**src/core/bshm_pkg.sv**
```systemverilog
// Constants shared by the board status and health monitor.
// Assumes a 40 MHz system clock and a 32-bit classic Wishbone bus.
package bshm_pkg;
	localparam int unsigned CLK_HZ = 40_000_000;
	localparam int unsigned TICK_MS = 125;
	localparam int unsigned TICK_CYC = CLK_HZ / 1000 * TICK_MS;
	localparam int unsigned WD_PERIOD_US = 1000;
	localparam int unsigned WD_CYC = CLK_HZ / 1_000_000 * WD_PERIOD_US;
	localparam logic [3:0] WD_SAMPLES = 4'hA;
	localparam logic [4:0] PULSE_TICKS = 5'h02;
	localparam logic [4:0] GAP_TICKS = 5'h10;
	localparam logic [4:0] SERIAL_RED = 5'h09;
	localparam int unsigned ADR_W = 8;
	localparam logic [7:0] ADR_MODE = 8'h00;
	localparam logic [7:0] ADR_STATUS = 8'h04;
	localparam logic [7:0] ADR_INT_STAT = 8'h08;
	localparam logic [7:0] ADR_INT_MASK = 8'h0C;
	localparam int unsigned MODE_RATE_LO = 2;
	localparam int unsigned MODE_RED = 4;
	localparam int unsigned MODE_PORT2 = 5;
	localparam int unsigned MODE_CNT_LO = 8;
	localparam logic [15:0] MODE_RST = 16'h0001;
	localparam int unsigned IRQ_W = 4;
	localparam int unsigned IRQ_LOST = 0;
	localparam int unsigned IRQ_GAIN = 1;
	localparam int unsigned IRQ_MISS = 2;
	localparam int unsigned IRQ_SUP = 3;
	localparam logic [3:0] IRQ_MASK_RST = 4'h0;
	typedef enum logic [1:0] {K_SOLID = 2'h0, K_FLASH = 2'h1, K_GROUP = 2'h2, K_SERIAL = 2'h3} bshm_kind_t;
	typedef enum logic [1:0] {PS_GAP = 2'b00, PS_ON = 2'b01, PS_OFF = 2'b11} bshm_pst_t;
endpackage : bshm_pkg

```
**src/core/bshm_top.sv**
```systemverilog
// Board status and health monitor: bicolour status indicator encoder,
// watchdog and supply health check, Wishbone register slave, interrupt.
// Assumes watchdog, supply-good and firmware-present pins are asynchronous.
// Notes on behaviour
// [RULE_01] Green flashes at 0.25, 0.5, 1 and 2 Hz for download, programming, ready and flash test.
// [RULE_02] Green pulse groups of 1, 2, 3 and 10 show startup and waiting states and passed tests.
// [RULE_03] Red flashes at 0.25, 0.5 and 1 Hz show waiting for the interface, control or adjacent board.
// [RULE_04] Red groups of 2 to 8 pulses report self-test failures and failed loading.
// [RULE_05] A serial port failure shows nine red pulses then one or two green ones for the port.
// [RULE_06] A halted processor after return from the application shows groups of ten red pulses.
// [RULE_07] Programming errors show red groups of 11 to 14 pulses.
// [RULE_08] Running firmware shows solid green.
// [RULE_09] The health indicator goes off after ten consecutive missing watchdog samples.
// [RULE_10] The watchdog arrives every millisecond and is sampled at that period.
// [RULE_11] Any supply-good input other than the 5V rail going low turns the health indicator off.
// [RULE_12] The OK contact follows the health indicator exactly.
// [RULE_13] With no firmware present the indicator shows download mode on its own.
// [RULE_14] Pulses have equal on and off times and each group ends in a longer dark gap.
// [RULE_15] After reset health stays off until ten good watchdog samples and all supplies good; the code does not wait for the 5V rail.
`timescale 1ns/1ps
`default_nettype none
module bshm_top #(
	parameter int unsigned TICK_N = bshm_pkg::TICK_CYC,
	parameter int unsigned WD_N = bshm_pkg::WD_CYC,
	parameter int unsigned SUP_N = 4,
	parameter int unsigned SUP_5V_IDX = 0
) (
	input wire logic clk_i,
	input wire logic rst_i,
	input wire logic wb_cyc_i,
	input wire logic wb_stb_i,
	input wire logic wb_we_i,
	input wire logic [bshm_pkg::ADR_W-1:0] wb_adr_i,
	input wire logic [3:0] wb_sel_i,
	input wire logic [31:0] wb_dat_i,
	output logic [31:0] wb_dat_o,
	output logic wb_ack_o,
	input wire logic watchdog_i,
	input wire logic [SUP_N-1:0] supply_good_i,
	input wire logic fw_present_i,
	output logic status_green_o,
	output logic status_red_o,
	output logic health_indicator_o,
	output logic controller_ok_contact_o,
	output logic int_o
);
	import bshm_pkg::*;

	function automatic logic [31:0] bshm_merge(input logic [31:0] old, input logic [31:0] nw, input logic [3:0] sel);
		logic [31:0] r;
		r = old;
		for (int i = 0; i < 4; i++) begin
			if (sel[i]) begin
				r[8*i +: 8] = nw[8*i +: 8];
			end
		end
		return r;
	endfunction : bshm_merge

	logic ack_q, req, wr, rd;
	logic [31:0] rdat_q, rdat_d, mode_wr, mask_wr;
	logic [15:0] mode_q, mode_eff, mode_prev_q;
	logic [IRQ_W-1:0] int_stat_q, int_mask_q, ev;
	logic int_q;
	logic [31:0] tick_cnt_q, wd_cnt_q;
	logic tick, ms_tick;
	logic [4:0] ph_q, sub_q, idx_q, total;
	bshm_pst_t pst_q, pst_d;
	bshm_kind_t kind;
	logic red_sel, chg, flash_lit, grp_red, grn_d, red_d;
	logic [2:0] wd_s_q;
	logic [1:0] fw_s_q;
	logic [SUP_N-1:0] sup_s1_q, sup_s2_q, sup_5v_mask;
	logic seen_q, sample, wd_ok_q, sup_ok, sup_ok_q, health_q, okc_q, health_d;
	logic [3:0] good_cnt_q, miss_cnt_q;

	// Wishbone: ack one cycle after the request; a write lands on the edge the master sees ack
	assign req = wb_cyc_i & wb_stb_i & ~ack_q;
	assign wr = wb_cyc_i & wb_stb_i & ack_q & wb_we_i;
	assign rd = req & ~wb_we_i;
	assign mode_wr = bshm_merge({16'h0000, mode_q}, wb_dat_i, wb_sel_i);
	assign mask_wr = bshm_merge({28'h0000000, int_mask_q}, wb_dat_i, wb_sel_i);

	always_comb begin
		rdat_d = 32'h00000000;
		case (wb_adr_i)
			ADR_MODE: rdat_d = {16'h0000, mode_q};
			ADR_STATUS: rdat_d = {20'h00000, miss_cnt_q, good_cnt_q, fw_s_q[1], sup_ok, wd_ok_q, health_q};
			ADR_INT_STAT: rdat_d = {28'h0000000, int_stat_q};
			ADR_INT_MASK: rdat_d = {28'h0000000, int_mask_q};
			default: rdat_d = 32'h00000000;
		endcase
	end

	always_ff @(posedge clk_i) begin
		if (rst_i) begin
			ack_q <= 1'b0;
			rdat_q <= 32'h00000000;
		end else begin
			ack_q <= req;
			if (rd) begin
				rdat_q <= rdat_d;
			end
		end
	end

	always_ff @(posedge clk_i) begin
		if (rst_i) begin
			mode_q <= MODE_RST;
			int_mask_q <= IRQ_MASK_RST;
		end else if (wr && wb_adr_i == ADR_MODE) begin
			mode_q <= mode_wr[15:0];
		end else if (wr && wb_adr_i == ADR_INT_MASK) begin
			int_mask_q <= mask_wr[IRQ_W-1:0];
		end
	end

	// Time bases: 125 ms indicator tick and 1 ms watchdog sample
	assign tick = (tick_cnt_q == TICK_N - 1);
	assign ms_tick = (wd_cnt_q == WD_N - 1);

	always_ff @(posedge clk_i) begin
		if (rst_i || tick) begin
			tick_cnt_q <= 32'h00000000;
		end else begin
			tick_cnt_q <= tick_cnt_q + 32'h00000001;
		end
	end

	always_ff @(posedge clk_i) begin
		if (rst_i || ms_tick) begin
			wd_cnt_q <= 32'h00000000; // [RULE_10]
		end else begin
			wd_cnt_q <= wd_cnt_q + 32'h00000001;
		end
	end

	// Pin synchronisers
	always_ff @(posedge clk_i) begin
		if (rst_i) begin
			wd_s_q <= 3'h0;
			fw_s_q <= 2'h0;
			sup_s1_q <= '0;
			sup_s2_q <= '0;
		end else begin
			wd_s_q <= {wd_s_q[1:0], watchdog_i};
			fw_s_q <= {fw_s_q[0], fw_present_i};
			sup_s1_q <= supply_good_i;
			sup_s2_q <= sup_s1_q;
		end
	end

	// Missing image forces download mode regardless of software
	assign mode_eff = fw_s_q[1] ? mode_q : MODE_RST; // [RULE_13]
	assign kind = bshm_kind_t'(mode_eff[1:0]);
	assign red_sel = mode_eff[MODE_RED];
	assign chg = (mode_eff != mode_prev_q);
	assign total = (kind == K_SERIAL) ? SERIAL_RED + (mode_eff[MODE_PORT2] ? 5'h02 : 5'h01)
		: {1'b0, mode_eff[MODE_CNT_LO +: 4]};

	always_ff @(posedge clk_i) begin
		if (rst_i) begin
			mode_prev_q <= MODE_RST;
			ph_q <= 5'h00;
		end else begin
			mode_prev_q <= mode_eff;
			if (chg) begin
				ph_q <= 5'h00;
			end else if (tick) begin
				ph_q <= ph_q + 5'h01;
			end
		end
	end

	// Phase bit 4-rate toggles every 16, 8, 4 or 2 ticks: 0.25 to 2 Hz
	assign flash_lit = ~ph_q[3'd4 - {1'b0, mode_eff[MODE_RATE_LO +: 2]}]; // [RULE_01] [RULE_03]

	// Pulse group sequencer; a gap first keeps the group boundaries readable
	always_comb begin
		pst_d = pst_q;
		case (pst_q)
			PS_GAP: if (tick && sub_q == GAP_TICKS - 5'h01 && total != 5'h00) pst_d = PS_ON;
			PS_ON: if (tick && sub_q == PULSE_TICKS - 5'h01) pst_d = PS_OFF; // [RULE_14]
			PS_OFF: if (tick && sub_q == PULSE_TICKS - 5'h01) pst_d = (idx_q + 5'h01 == total) ? PS_GAP : PS_ON;
			default: pst_d = PS_GAP;
		endcase
	end

	always_ff @(posedge clk_i) begin
		if (rst_i || chg) begin
			pst_q <= PS_GAP;
			sub_q <= 5'h00;
			idx_q <= 5'h00;
		end else if (tick) begin
			pst_q <= pst_d;
			sub_q <= (pst_d != pst_q || sub_q == GAP_TICKS - 5'h01) ? 5'h00 : sub_q + 5'h01;
			if (pst_q == PS_GAP) begin
				idx_q <= 5'h00;
			end else if (pst_q == PS_OFF && pst_d == PS_ON) begin
				idx_q <= idx_q + 5'h01; // [RULE_02] [RULE_04] [RULE_06] [RULE_07]
			end
		end
	end

	// Serial failure: red for the first nine, green for the port number
	assign grp_red = (kind == K_SERIAL) ? (idx_q < SERIAL_RED) : red_sel; // [RULE_05]

	always_comb begin
		grn_d = 1'b0;
		red_d = 1'b0;
		case (kind)
			K_SOLID: begin
				grn_d = ~red_sel; // [RULE_08]
				red_d = red_sel;
			end
			K_FLASH: begin
				grn_d = flash_lit & ~red_sel;
				red_d = flash_lit & red_sel;
			end
			default: begin
				grn_d = (pst_q == PS_ON) & ~grp_red;
				red_d = (pst_q == PS_ON) & grp_red;
			end
		endcase
	end

	always_ff @(posedge clk_i) begin
		if (rst_i) begin
			status_green_o <= 1'b0;
			status_red_o <= 1'b0;
		end else begin
			status_green_o <= grn_d;
			status_red_o <= red_d;
		end
	end

	// Watchdog: any rising edge within the 1 ms window counts as present
	assign sample = seen_q | (wd_s_q[1] & ~wd_s_q[2]);

	always_ff @(posedge clk_i) begin
		if (rst_i) begin
			seen_q <= 1'b0;
			good_cnt_q <= 4'h0;
			miss_cnt_q <= 4'h0;
			wd_ok_q <= 1'b0;
		end else if (ms_tick) begin
			seen_q <= 1'b0;
			good_cnt_q <= sample ? ((good_cnt_q == WD_SAMPLES) ? good_cnt_q : good_cnt_q + 4'h1) : 4'h0;
			miss_cnt_q <= sample ? 4'h0 : ((miss_cnt_q == WD_SAMPLES) ? miss_cnt_q : miss_cnt_q + 4'h1);
			if (sample && good_cnt_q == WD_SAMPLES - 4'h1) begin
				wd_ok_q <= 1'b1; // [RULE_15]
			end else if (!sample && miss_cnt_q == WD_SAMPLES - 4'h1) begin
				wd_ok_q <= 1'b0; // [RULE_09]
			end
		end else begin
			seen_q <= sample;
		end
	end

	// The 5V rail has no bearing on health
	assign sup_5v_mask = SUP_N'(1) << SUP_5V_IDX;
	assign sup_ok = &(sup_s2_q | sup_5v_mask); // [RULE_11]
	assign health_d = wd_ok_q & sup_ok;

	always_ff @(posedge clk_i) begin
		if (rst_i) begin
			health_q <= 1'b0;
			okc_q <= 1'b0;
			sup_ok_q <= 1'b0;
		end else begin
			health_q <= health_d;
			okc_q <= health_d; // [RULE_12]
			sup_ok_q <= sup_ok;
		end
	end
	assign health_indicator_o = health_q;
	assign controller_ok_contact_o = okc_q;

	// Sticky events; a read clears but a same-cycle event survives
	always_comb begin
		ev = '0;
		ev[IRQ_LOST] = health_q & ~health_d;
		ev[IRQ_GAIN] = ~health_q & health_d;
		ev[IRQ_MISS] = ms_tick & ~sample;
		ev[IRQ_SUP] = sup_ok_q & ~sup_ok;
	end

	always_ff @(posedge clk_i) begin
		if (rst_i) begin
			int_stat_q <= '0;
			int_q <= 1'b0;
		end else begin
			int_stat_q <= ((rd && wb_adr_i == ADR_INT_STAT) ? '0 : int_stat_q) | ev;
			int_q <= |(int_stat_q & int_mask_q);
		end
	end
	assign int_o = int_q;
	assign wb_ack_o = ack_q;
	assign wb_dat_o = rdat_q;

	// Counts lit pulses apart from the sequencer index, so a stuck index is caught
	logic [4:0] on_seen_q;
	always_ff @(posedge clk_i) begin
		if (rst_i || chg || (pst_q == PS_GAP && pst_d == PS_GAP)) begin
			on_seen_q <= 5'h00;
		end else if (tick && pst_q != PS_ON && pst_d == PS_ON) begin
			on_seen_q <= on_seen_q + 5'h01;
		end
	end
endmodule : bshm_top
`default_nettype wire

```
**config.mk**
```make
export PLATFORM = sky130hd
export DESIGN_NAME = bshm_top
export DESIGN_NICKNAME = d
export VERILOG_FILES = /design/src/core/bshm_pkg.sv /design/src/core/bshm_top.sv
export SDC_FILE = /design/constraint.sdc
export NUM_CORES = 1
export LEC_CHECK = 0
export ABC_AREA = 1
export BUFFER_PORTS_ARGS = -buffer_cell sky130_fd_sc_hd__clkbuf_2
export CAP_MARGIN = 0
export CORE_UTILIZATION = 40
export CTS_CLUSTER_SIZE = 14
export DETAILED_ROUTE_END_ITERATION = 10
export GPL_ROUTABILITY_DRIVEN = 1
export PLACE_DENSITY = 0.58
export SYNTH_ARGS = -nofsm -noshare
export SYNTH_HDL_FRONTEND = slang
export SYNTH_SLANG_ARGS = --single-unit
export TNS_END_PERCENT = 50
```
**constraint.sdc**
```tcl
create_clock -name clk_i -period 1.7 [get_ports clk_i]
set_input_delay 0.255 -clock clk_i [delete_from_list [all_inputs] [get_ports clk_i]]
set_output_delay 0.255 -clock clk_i [all_outputs]
set_load 0.05 [all_outputs]
```
==> results of run 1 <==
==> what timing repair did <==
item / CTS / global route
cloned: 5 / 4
buffers inserted: 21 / 14
hold endpoints to repair: 0 / 0
pin swaps: 21 / 61
endpoints found under the setup margin: 76 / 94
resized for setup: 108 / 163
==> worst max-delay path: cells and delay by family, from the launching register on <==
kind	cells	cell delay, ns
xor+xnor	1	0.20
buf+inv	2	0.12
flops	1	0.36
simple gates	9	1.11
==> state kept, by name, indices dropped and copies added, names as in the netlist, 2 cells and up <==
signal,flops
tick_cnt_q,32
wd_cnt_q,32
mode_prev_q,16
mode_q,16
wb_dat_o,16
idx_q,5
ph_q,5
sub_q,5
good_cnt_q,4
int_mask_q,4
int_stat_q,4
miss_cnt_q,4
sup_s1_q,3
sup_s2_q,3
wd_s_q,3
fw_s_q,2
pst_q,2
==> layer usage <==
layer	vias to the layer above	wire (um)	GRT usage [%]
li1	4241	-	-
met1	3740	10400	28.2
met2	124	11100	38.0
met3	32	723	4.40
met4	4	291	5.43
met5	-	25	0
==> cells in the final DEF (no fill, tap or decap), types with 11 or more instances in the layout <==
master,synthesis,routed
a21oi_1,72,52
a21oi_2,0,19
buf_4,18,188
buf_6,1,18
clkbuf_16,0,21
clkbuf_2,1,57
conb_1,1,16
dfxtp_1,164,154
ha_1,14,11
inv_1,147,132
inv_2,4,14
nand2_1,236,175
nand2_2,5,43
nand2_4,2,21
nand3_1,56,41
nand3_2,3,14
nand4_1,39,39
nor2_1,161,138
nor2_2,6,17
nor2_4,6,18
nor3_1,34,24
nor3_2,4,13
nor4_1,16,14
o21ai_0,48,36
xor2_1,26,21
==> kinds of logic after synthesis <==
logic type,synth area share (%)
AND/OR/NAND/NOR,33.8
adder cells (fa/ha/maj),2.17
other,0.0464
AO/OA/AOI/OAI,9.71
flip-flops,40.6
XOR/XNOR,3.79
buffers and inverters,9.91
==> metrics by stage <==
stage / power, mW / hold WS, ns / setup WS [ns] / setup TNS [ns]
finish: 8.41 / 0.0178 / -0.207 / -4.85
global route: 8.70 / 0.0196 / -0.314 / -12.90
CTS: 8.46 / 0.00579 / -0.142 / -3.17
detailed placement: 4.31 / 0.398 / -0.201 / -9.98
global placement: 4.31 / 0.390 / -0.158 / -6.82
floorplan: 4.21 / 0.362 / -0.0274 / -0.0562
==> power groups by stage <==
| stage | registers (mW) | logic [mW] | clock network, mW |
|---|---|---|---|
| floorplan | 3.98 | 0.228 | 0 |
| global placement | 3.97 | 0.335 | 0 |
| detailed placement | 3.97 | 0.339 | 0 |
| CTS | 3.89 | 0.426 | 4.14 |
| global route | 3.89 | 0.493 | 4.32 |
| finish | 3.89 | 0.459 | 4.06 |
==> area by class of cell <==
type,count,area share [%]
inverter,152,4.87
multi-input combinational,804,40.9
tap,265,2.75
clock inverter,13,1.43
sequential,164,27.4
timing repair inverter,1,0.0623
clock buffer,19,3.76
timing repair buffer,280,18.8
==> worst paths after layout <==
kind / to / slack, ns / cells past startpoint / start
worst max-delay path: wd_cnt_q[27]$_SDFF_PP0_ / -0.21 / 12 / wd_cnt_q[1]$_SDFF_PP0_
worst min-delay path: sup_s1_q[1]$_SDFF_PP0_ / 0.02 / 3 / supply_good_i[1]
worst max register to register: wd_cnt_q[27]$_SDFF_PP0_ / -0.21 / 12 / wd_cnt_q[1]$_SDFF_PP0_
worst min register to register: fw_s_q[1]$_SDFF_PP0_ / 0.40 / 2 / fw_s_q[0]$_SDFF_PP0_
==> impl.org, run 1 <==
** Place
- Detailed placement finished with a half-perimeter wire length of around 15 mm.
- Count of buffers inserted at the top-level ports :: 57
- Weighted congestion reported at the end of routability-driven placement :: 0.830
- In this run, placement finished with an instance count of between 1500 and 2000.
- Summing all placed instances gives a cell area of about 0.010 mm2.

** Min path
- The worst hold path belongs to the class in -> reg.

** Synthesis
- Number of instances in the synthesized netlist :: about 1100
- Synthesis Warnings :: 0
- Leading area contributor after synthesis :: dfxtp_1
- Synthesized area :: between 0.008 and 0.009 mm2
- The synthesized netlist contains 50 unique library cells.
- Synth top area cells :: dfxtp_1 41%, nand2_1 11%, nor2_1 7.5%
- Library cell with the highest instance count after synthesis :: nand2_1
- In this run, synthesis inferred 0 flip-flops with an integrated enable.
- Count of state elements after synthesis :: about 160
- Summing the sequential cell areas from Yosys gives between 40% and 50% of the chip area.
- The top cell type by area accounts for between 40% and 50% of the synthesized area.
- Among all flip-flop cells after synthesis, the most frequent one is dfxtp_1.
- After synthesis, the share of flip-flops with an asynchronous set or reset is 0%.
- The average instance in the mapped netlist occupies 7.07 um2.
- By count the netlist is led by 236 x nand2_1, 164 x dfxtp_1, 161 x nor2_1, 147 x inv_1, 72 x a21oi_1.

** Critical path
- Maximum fanout count along the critical path :: 3
- STA puts the critical path data required time at slightly above 2 ns.
- Kind of start point of the critical path :: flop
- Critical Path, Cell by Cell :: buf_6 > nand3_4 > nor2_4 > nand3_2 > or2_4 > nor2_8 > nand2_4 > nor2_4 > nand2_2 > xor2_2 > nand2_4 > inv_2
- Master of the slowest instance on the critical path :: dfxtp_4
- Worst endpoint data arrival time :: approximately 2.2 ns
- The setup path with the least slack is of type reg -> reg.
- The largest single stage delay on the critical path is 0.36 ns.
- STA classifies the critical path endpoint as a flop.

** Route
- After detailed routing, the number of vias per cell comes to 4.79.
- For this run, design rule violations remaining after detail routing come to 0.
- The detailed router finished its first iteration with ~430 violations.
- Routed wire length per instance :: roughly 13 um
- Count of nets left with antenna violations after detail routing :: 0
- The first detailed-routing pass took 5 iterations.
- Detailed-route via count :: roughly 8100
- Routed WL :: around 23 mm

** Floorplanning
- The total area inside the core boundary comes to just under 0.02 mm2.
- Die boundary height :: roughly 140 um
- Once the floorplan was initialized, standard cells occupied 41.2% of the core.
- Full die area :: between 0.02 and 0.025 mm2
- Total number of placement rows :: 51
- I/O pins :: slightly above 90
- Measured along the x axis, the die boundary spans about 140 um.

** STA
- Setup violations remaining at the end of the flow were counted as 60.
- Setup repair after global routing could not meet its margin everywhere.
- The total count of hold-check failures in the final report was 0.
- In this run the tightest slew margin relative to its limit is 65.8%.
- For the finished layout, the period the worst path requires is 1.91 ns.
- Highest achievable clock rate :: 524 MHz
- Setup slack on the critical path of the routed design comes to -0.207 ns.
- Fin crit share :: 112%
- Maximum clock skew at final layout :: ~0.010 ns
- Actual slew at the worst max-slew pin :: around 0.51 ns
- The number of pins exceeding their max-slew limit in the final report was 0.

** Pwr
- Sequential cell fraction of total power :: a little under half
- Combinational cells account for roughly 5.5% of the total power.
- Net switching fraction of the power :: a little under a quarter
- Summed over all cells, the static leakage comes to 5.22 nW.
- Across the VDD grid, the largest voltage drop is between 0.6 and 0.7 mV.
- Sw Pwr :: a little under 2 mW
- Of the total power, the clock network draws just under 50%.
- Power spread over the standard cell area amounts to 698 mW/mm2.
- Cell internal power was estimated by the tool at ~6.5 mW.

** Clock tree
- Clock tree from TritonCTS :: built
- The clock drives 164 sinks.
- After clock tree synthesis, the clock-pin slew on the worst setup and hold paths is 0.06 ns.
- The clock passes through at most 2 buffers.
- Cts hold-fix bufs :: 0
- Skew-Pair Late Insertion Delay :: 0.43 ns
- In this run the number of H-tree levels came out at 4.
- Clock tree synthesis selected as its root buffer the cell clkbuf_16.
- Buffers inserted during clock tree synthesis total 17.

** Global route
- The first global-routing pass estimated ~36 mm of wire.
- The number of global-route vias before repair was between 7000 and 8000.
- For this run, the total global-route usage over all layers was measured as 22.1%.
- After global routing the overflow that remains totals 0.
- Entering global routing, the biggest net connects 59 pins.
- Number of antenna violations at the first check in global routing :: 2

** Final layout
- In the final layout, the multi-input gates occupy 0.00493 mm2.
- Across the whole layout, storage elements account for roughly 0.0033 mm2.
- Fill cells :: about 1800
- Final instance area :: 0.0121 mm2
- Layout cell share with drive strength beyond 1 :: between 30% and 40%
- Relative area change from synthesis to final layout :: 49.0%
- Final Util :: roughly three fifths
- The number of antenna diodes in the final layout is 0.
- The final layout contains around 1500 nets.
- After the flow finishes, the layout carries non-filler instances totaling between 1500 and 2000.

** Flow run
- Across the run, the number of max-cap violations was 0.

** Outcome
- The flow ran to the end, but the final reports show violations.
- The checks that failed: setup timing.
Power figures use the tool's default switching activity.
==> run 2, diff against run 1 <==
Settings changed: CELL_PAD_IN_SITES_DETAIL_PLACEMENT set to 0, CELL_PAD_IN_SITES_GLOBAL_PLACEMENT set to 2, CORE_UTILIZATION 40 to 30, PLACE_DENSITY 0.58 to 0.74.
==> impl.org, run 2 (same netlist as run 1, synthesis figures left out) <==
** Pwr
- The worst voltage drop across the vdd grid was 0.701 mV (was 0.687 mV).
- Sw Pwr :: 2.19 mW (was 1.96 mW)
- The combinational share of power is 5.5% (about the same).
- Ratio of total power to cell area :: 685 mW/mm2 (was 698 mW/mm2)
- Static leakage :: 5.26 nW (was 5.22 nW)
- The sequential group share of total power came to 46.5% (was 46.3%).
- The fraction of power consumed by the clock network was 48.0% (was 48.3%).
- Int Pwr :: 6.16 mW (was 6.45 mW)
- Net switching fraction of the power :: 26.3% (was 23.3%)

** STA
- The worst clock skew on the final layout is 0.0197 ns (was 0.0102 ns).
- The highest attainable clock frequency was 540 MHz (was 524 MHz).
- The tightest slew margin relative to the limit came to 62.8% (was 65.8%).
- Unrepaired setup endpoints after global routing :: true (unchanged)
- The final critical path time including I/O delays and setup is 1.85 ns (was 1.91 ns).
- # setup viols final :: 64 (was 60)
- Final Slew Violations :: 0 (unchanged)
- Crit path setup slack, layout :: -0.152 ns (was -0.207 ns)
- The final-layout worst hold slack came to 0.0172 ns (was 0.0178 ns).
- The slew at the pin closest to its max-slew limit is 0.558 ns (was 0.512 ns).
- The share of the cycle needed by the critical path after routing was 109% (was 112%).
- Number of endpoints with negative hold slack in the final report :: 0 (unchanged)

** Route
- Initial drt markers :: 276 (was 425)
- Number of optimization iterations in the first detailed-route pass :: 8 (was 5)
- The antenna violation net count after detailed routing is 0 (unchanged).
- # DRC :: 2 (was 0)
- Detailed-route via count :: 8105 (was 8141)
- The per-cell routed wire length came to 13.2 um (was 13.3 um).
- Routed WL :: 23.5 mm (was 22.6 mm)
- The via count normalized by instance count is 4.55 (was 4.79).

** Floorplanning
- The die area was 0.0276 mm2 (was 0.0208 mm2).
- The die span in y came to 166 um (was 144 um).
- The number of standard-cell rows in the floorplan came to 59 (was 51).
- Starting Density :: 30.8% (was 41.2%)
- I/O pins :: 93 (unchanged)
- The area of the core region is 0.0263 mm2 (was 0.0197 mm2).
- Horiz. Die Dim :: 166 um (was 144 um)

** Clock tree
- Clock-pin slew on the worst setup and hold paths :: 0.08 ns (was 0.06 ns)
- The deepest level of the CTS H-tree was 4 (unchanged).
- Clock tree from TritonCTS :: built (unchanged)
- Total CTS buffers :: 17 (unchanged)
- Skew-Pair Late Insertion Delay :: 0.44 ns (was 0.43 ns)
- The maximum clock insertion buffer count came to 2 (unchanged).
- CTS root buf :: clkbuf_16 (unchanged)
- The clock sink count is 164 (unchanged).

** Critical path
- Kind of end point of the critical path :: flop (unchanged)
- Maximum fanout count along the critical path :: 4 (was 3)
- Category of the critical setup timing path :: reg -> reg (unchanged)
- Worst path required time :: 2.03 ns (was 2.02 ns)
- Worst endpoint data arrival time :: 2.18 ns (was 2.23 ns)
- The sort of element at the start of the critical path is a flop (unchanged).

** Global route
- Aggregate global routing overflow :: 0 (unchanged)
- Via count of the first global-routing pass :: 7839 (was 7793)
- The met3 track utilization from global routing came to 2.86% (was 4.40%).
- Global-route wire length before repair :: 38.5 mm (was 36.3 mm)
- The highest-utilization routing layer at the global route stage is met2 (unchanged).
- The met2 routing resource usage after global routing came to 28.5% (was 38.0%).
- Met1 routing resource usage after global routing :: 23.2% (was 28.2%)
- The total routing resource utilization after global routing was 17.2% (was 22.1%).
- The pin count of the biggest net entering global routing is 63 (was 59).
- Number of antenna violations at the first check in global routing :: 1 (was 2)

** Place
- The last weighted congestion value of the routability-driven placer is 0.789 (was 0.830).
- Count of buffers inserted at the top-level ports :: 57 (unchanged)
- The half-perimeter wire length after placement came to 17.0 mm (was 15.3 mm).
- The placed standard-cell area is 0.0102 mm2 (was 0.00999 mm2).

** Final layout
- Largest registers :: tick_cnt_q (32), wd_cnt_q (32) (unchanged)
- The most frequent standard cell in the layout excluding fill and tap cells is buf_4 (unchanged).
- The summed area of non-filler cells in the final layout came to 0.0122 mm2 (was 0.0121 mm2).
- Relative area change from synthesis to final layout :: 50.7% (was 49.0%)
- Number of nets in the finished design :: 1503 (was 1489)
- Commonest non-fill, non-tap cells in the layout: 201 x buf_4, 186 x nand2_1, 155 x dfxtp_1 (was 188 x buf_4, 175 x nand2_1, 154 x dfxtp_1).
- The fraction of final layout cells with drive strength greater than 1 is 36.6% (was 37.7%).

** Outcome
- Result of the run :: finished with violations (unchanged)
- Violated checks: DRC, setup timing (was setup timing).

** Min path
- The type of the worst min-delay path was in -> reg (unchanged).

** Flow run
- The max capacitance violation total is 0 (unchanged).
-- run 2: cell count changes in the layout (fill, tap and decap cells not counted), moves of 3 or more --
| cell | before | now |
|---|---|---|
| clkinvlp_4 | 5 | 2 |
| nand2_2 | 43 | 33 |
| nor3b_1 | 4 | 0 |
| dlygate4sd3_1 | 0 | 4 |
| inv_8 | 1 | 6 |
| nor3b_2 | 2 | 6 |
| nor2_4 | 18 | 21 |
| nand2_1 | 175 | 186 |
| xor2_2 | 5 | 2 |
| buf_4 | 188 | 201 |
| inv_1 | 132 | 136 |
| inv_2 | 14 | 9 |
| clkinv_8 | 0 | 3 |
-- run 2: per-stage QoR --
step / setup slack [ns] / cells / TNS (ns) / utilization, % / power [mW]
2_1_floorplan: -0.0274 / 1159 / -0.0562 / - / 4.21
5_1_grt: -0.301 / 1782 / -13.78 / 46.4 / 8.68
4_1_cts: -0.161 / 1765 / -3.25 / 43.6 / 8.43
3_3_place_gp: -0.265 / 1706 / -9.56 / 38.8 / 4.32
6_report: -0.152 / 1783 / -3.91 / 46.4 / 8.36
3_5_place_dp: -0.287 / 1706 / -12.92 / 38.8 / 4.33
-- run 2: worst paths after layout --
kind | startpoint | endpoint | slack, ns | cells past startpoint
setup / recovery | wd_cnt_q[0]$_SDFF_PP0_ | wd_cnt_q[31]$_SDFF_PP0_ | -0.15 | 13
hold / removal | supply_good_i[3] | sup_s1_q[3]$_SDFF_PP0_ | 0.02 | 3
setup reg to reg | wd_cnt_q[0]$_SDFF_PP0_ | wd_cnt_q[31]$_SDFF_PP0_ | -0.15 | 13
hold reg to reg | fw_s_q[0]$_SDFF_PP0_ | fw_s_q[1]$_SDFF_PP0_ | 0.40 | 2
-- run 2: critical path: stages, from the launching register on --
cell,delay (ns)
dfxtp_2,0.35
buf_4,0.11
buf_6,0.09
nand3_4,0.08
nor2_4,0.10
nand3_2,0.07
or2_4,0.26
nor2_8,0.15
nand2_4,0.07
nor2_4,0.13
nand3_2,0.08
xor2_1,0.15
nand2_1,0.06
inv_1,0.03
-- run 2: routing by layer --
metal	vias up	share of wire, %
met4	0	1.1
met5	-	0
met2	86	48
li1	4271	-
met3	18	2.6
met1	3730	49
-- run 2: area by class of cell --
| class | instances | area [um2] |
|---|---|---|
| Clock inverter | 15 | 186 |
| Clock buffer | 17 | 425 |
| Sequential cell | 164 | 3310 |
| Multi-Input combinational cell | 804 | 4890 |
| Fill cell | 2749 | 14100 |
| Timing Repair inverter | 1 | 7.51 |
| Timing Repair Buffer | 294 | 2350 |
| Inverter | 152 | 598 |
| Antenna cell | 1 | 2.50 |
| Tap cell | 335 | 419 |
-- run 2: repair_timing --
item,4_1_cts,5_1_grt
cloned,3,3
hold buffers,4,0
buffers inserted,20,16
setup endpoints to repair,94,94
pin swaps,22,53
endpoints found under the hold margin,4,0
resized for setup,103,153
-- run 2: power by group through the flow --
stage | Clock [mW] | Sequential, mW | Combinational (mW)
final | 4.01 | 3.89 | 0.459
after global routing | 4.29 | 3.89 | 0.498
after CTS | 4.13 | 3.89 | 0.409
after detailed placement | 0 | 3.97 | 0.357
after global placement | 0 | 3.97 | 0.354
after floorplan | 0 | 3.98 | 0.228
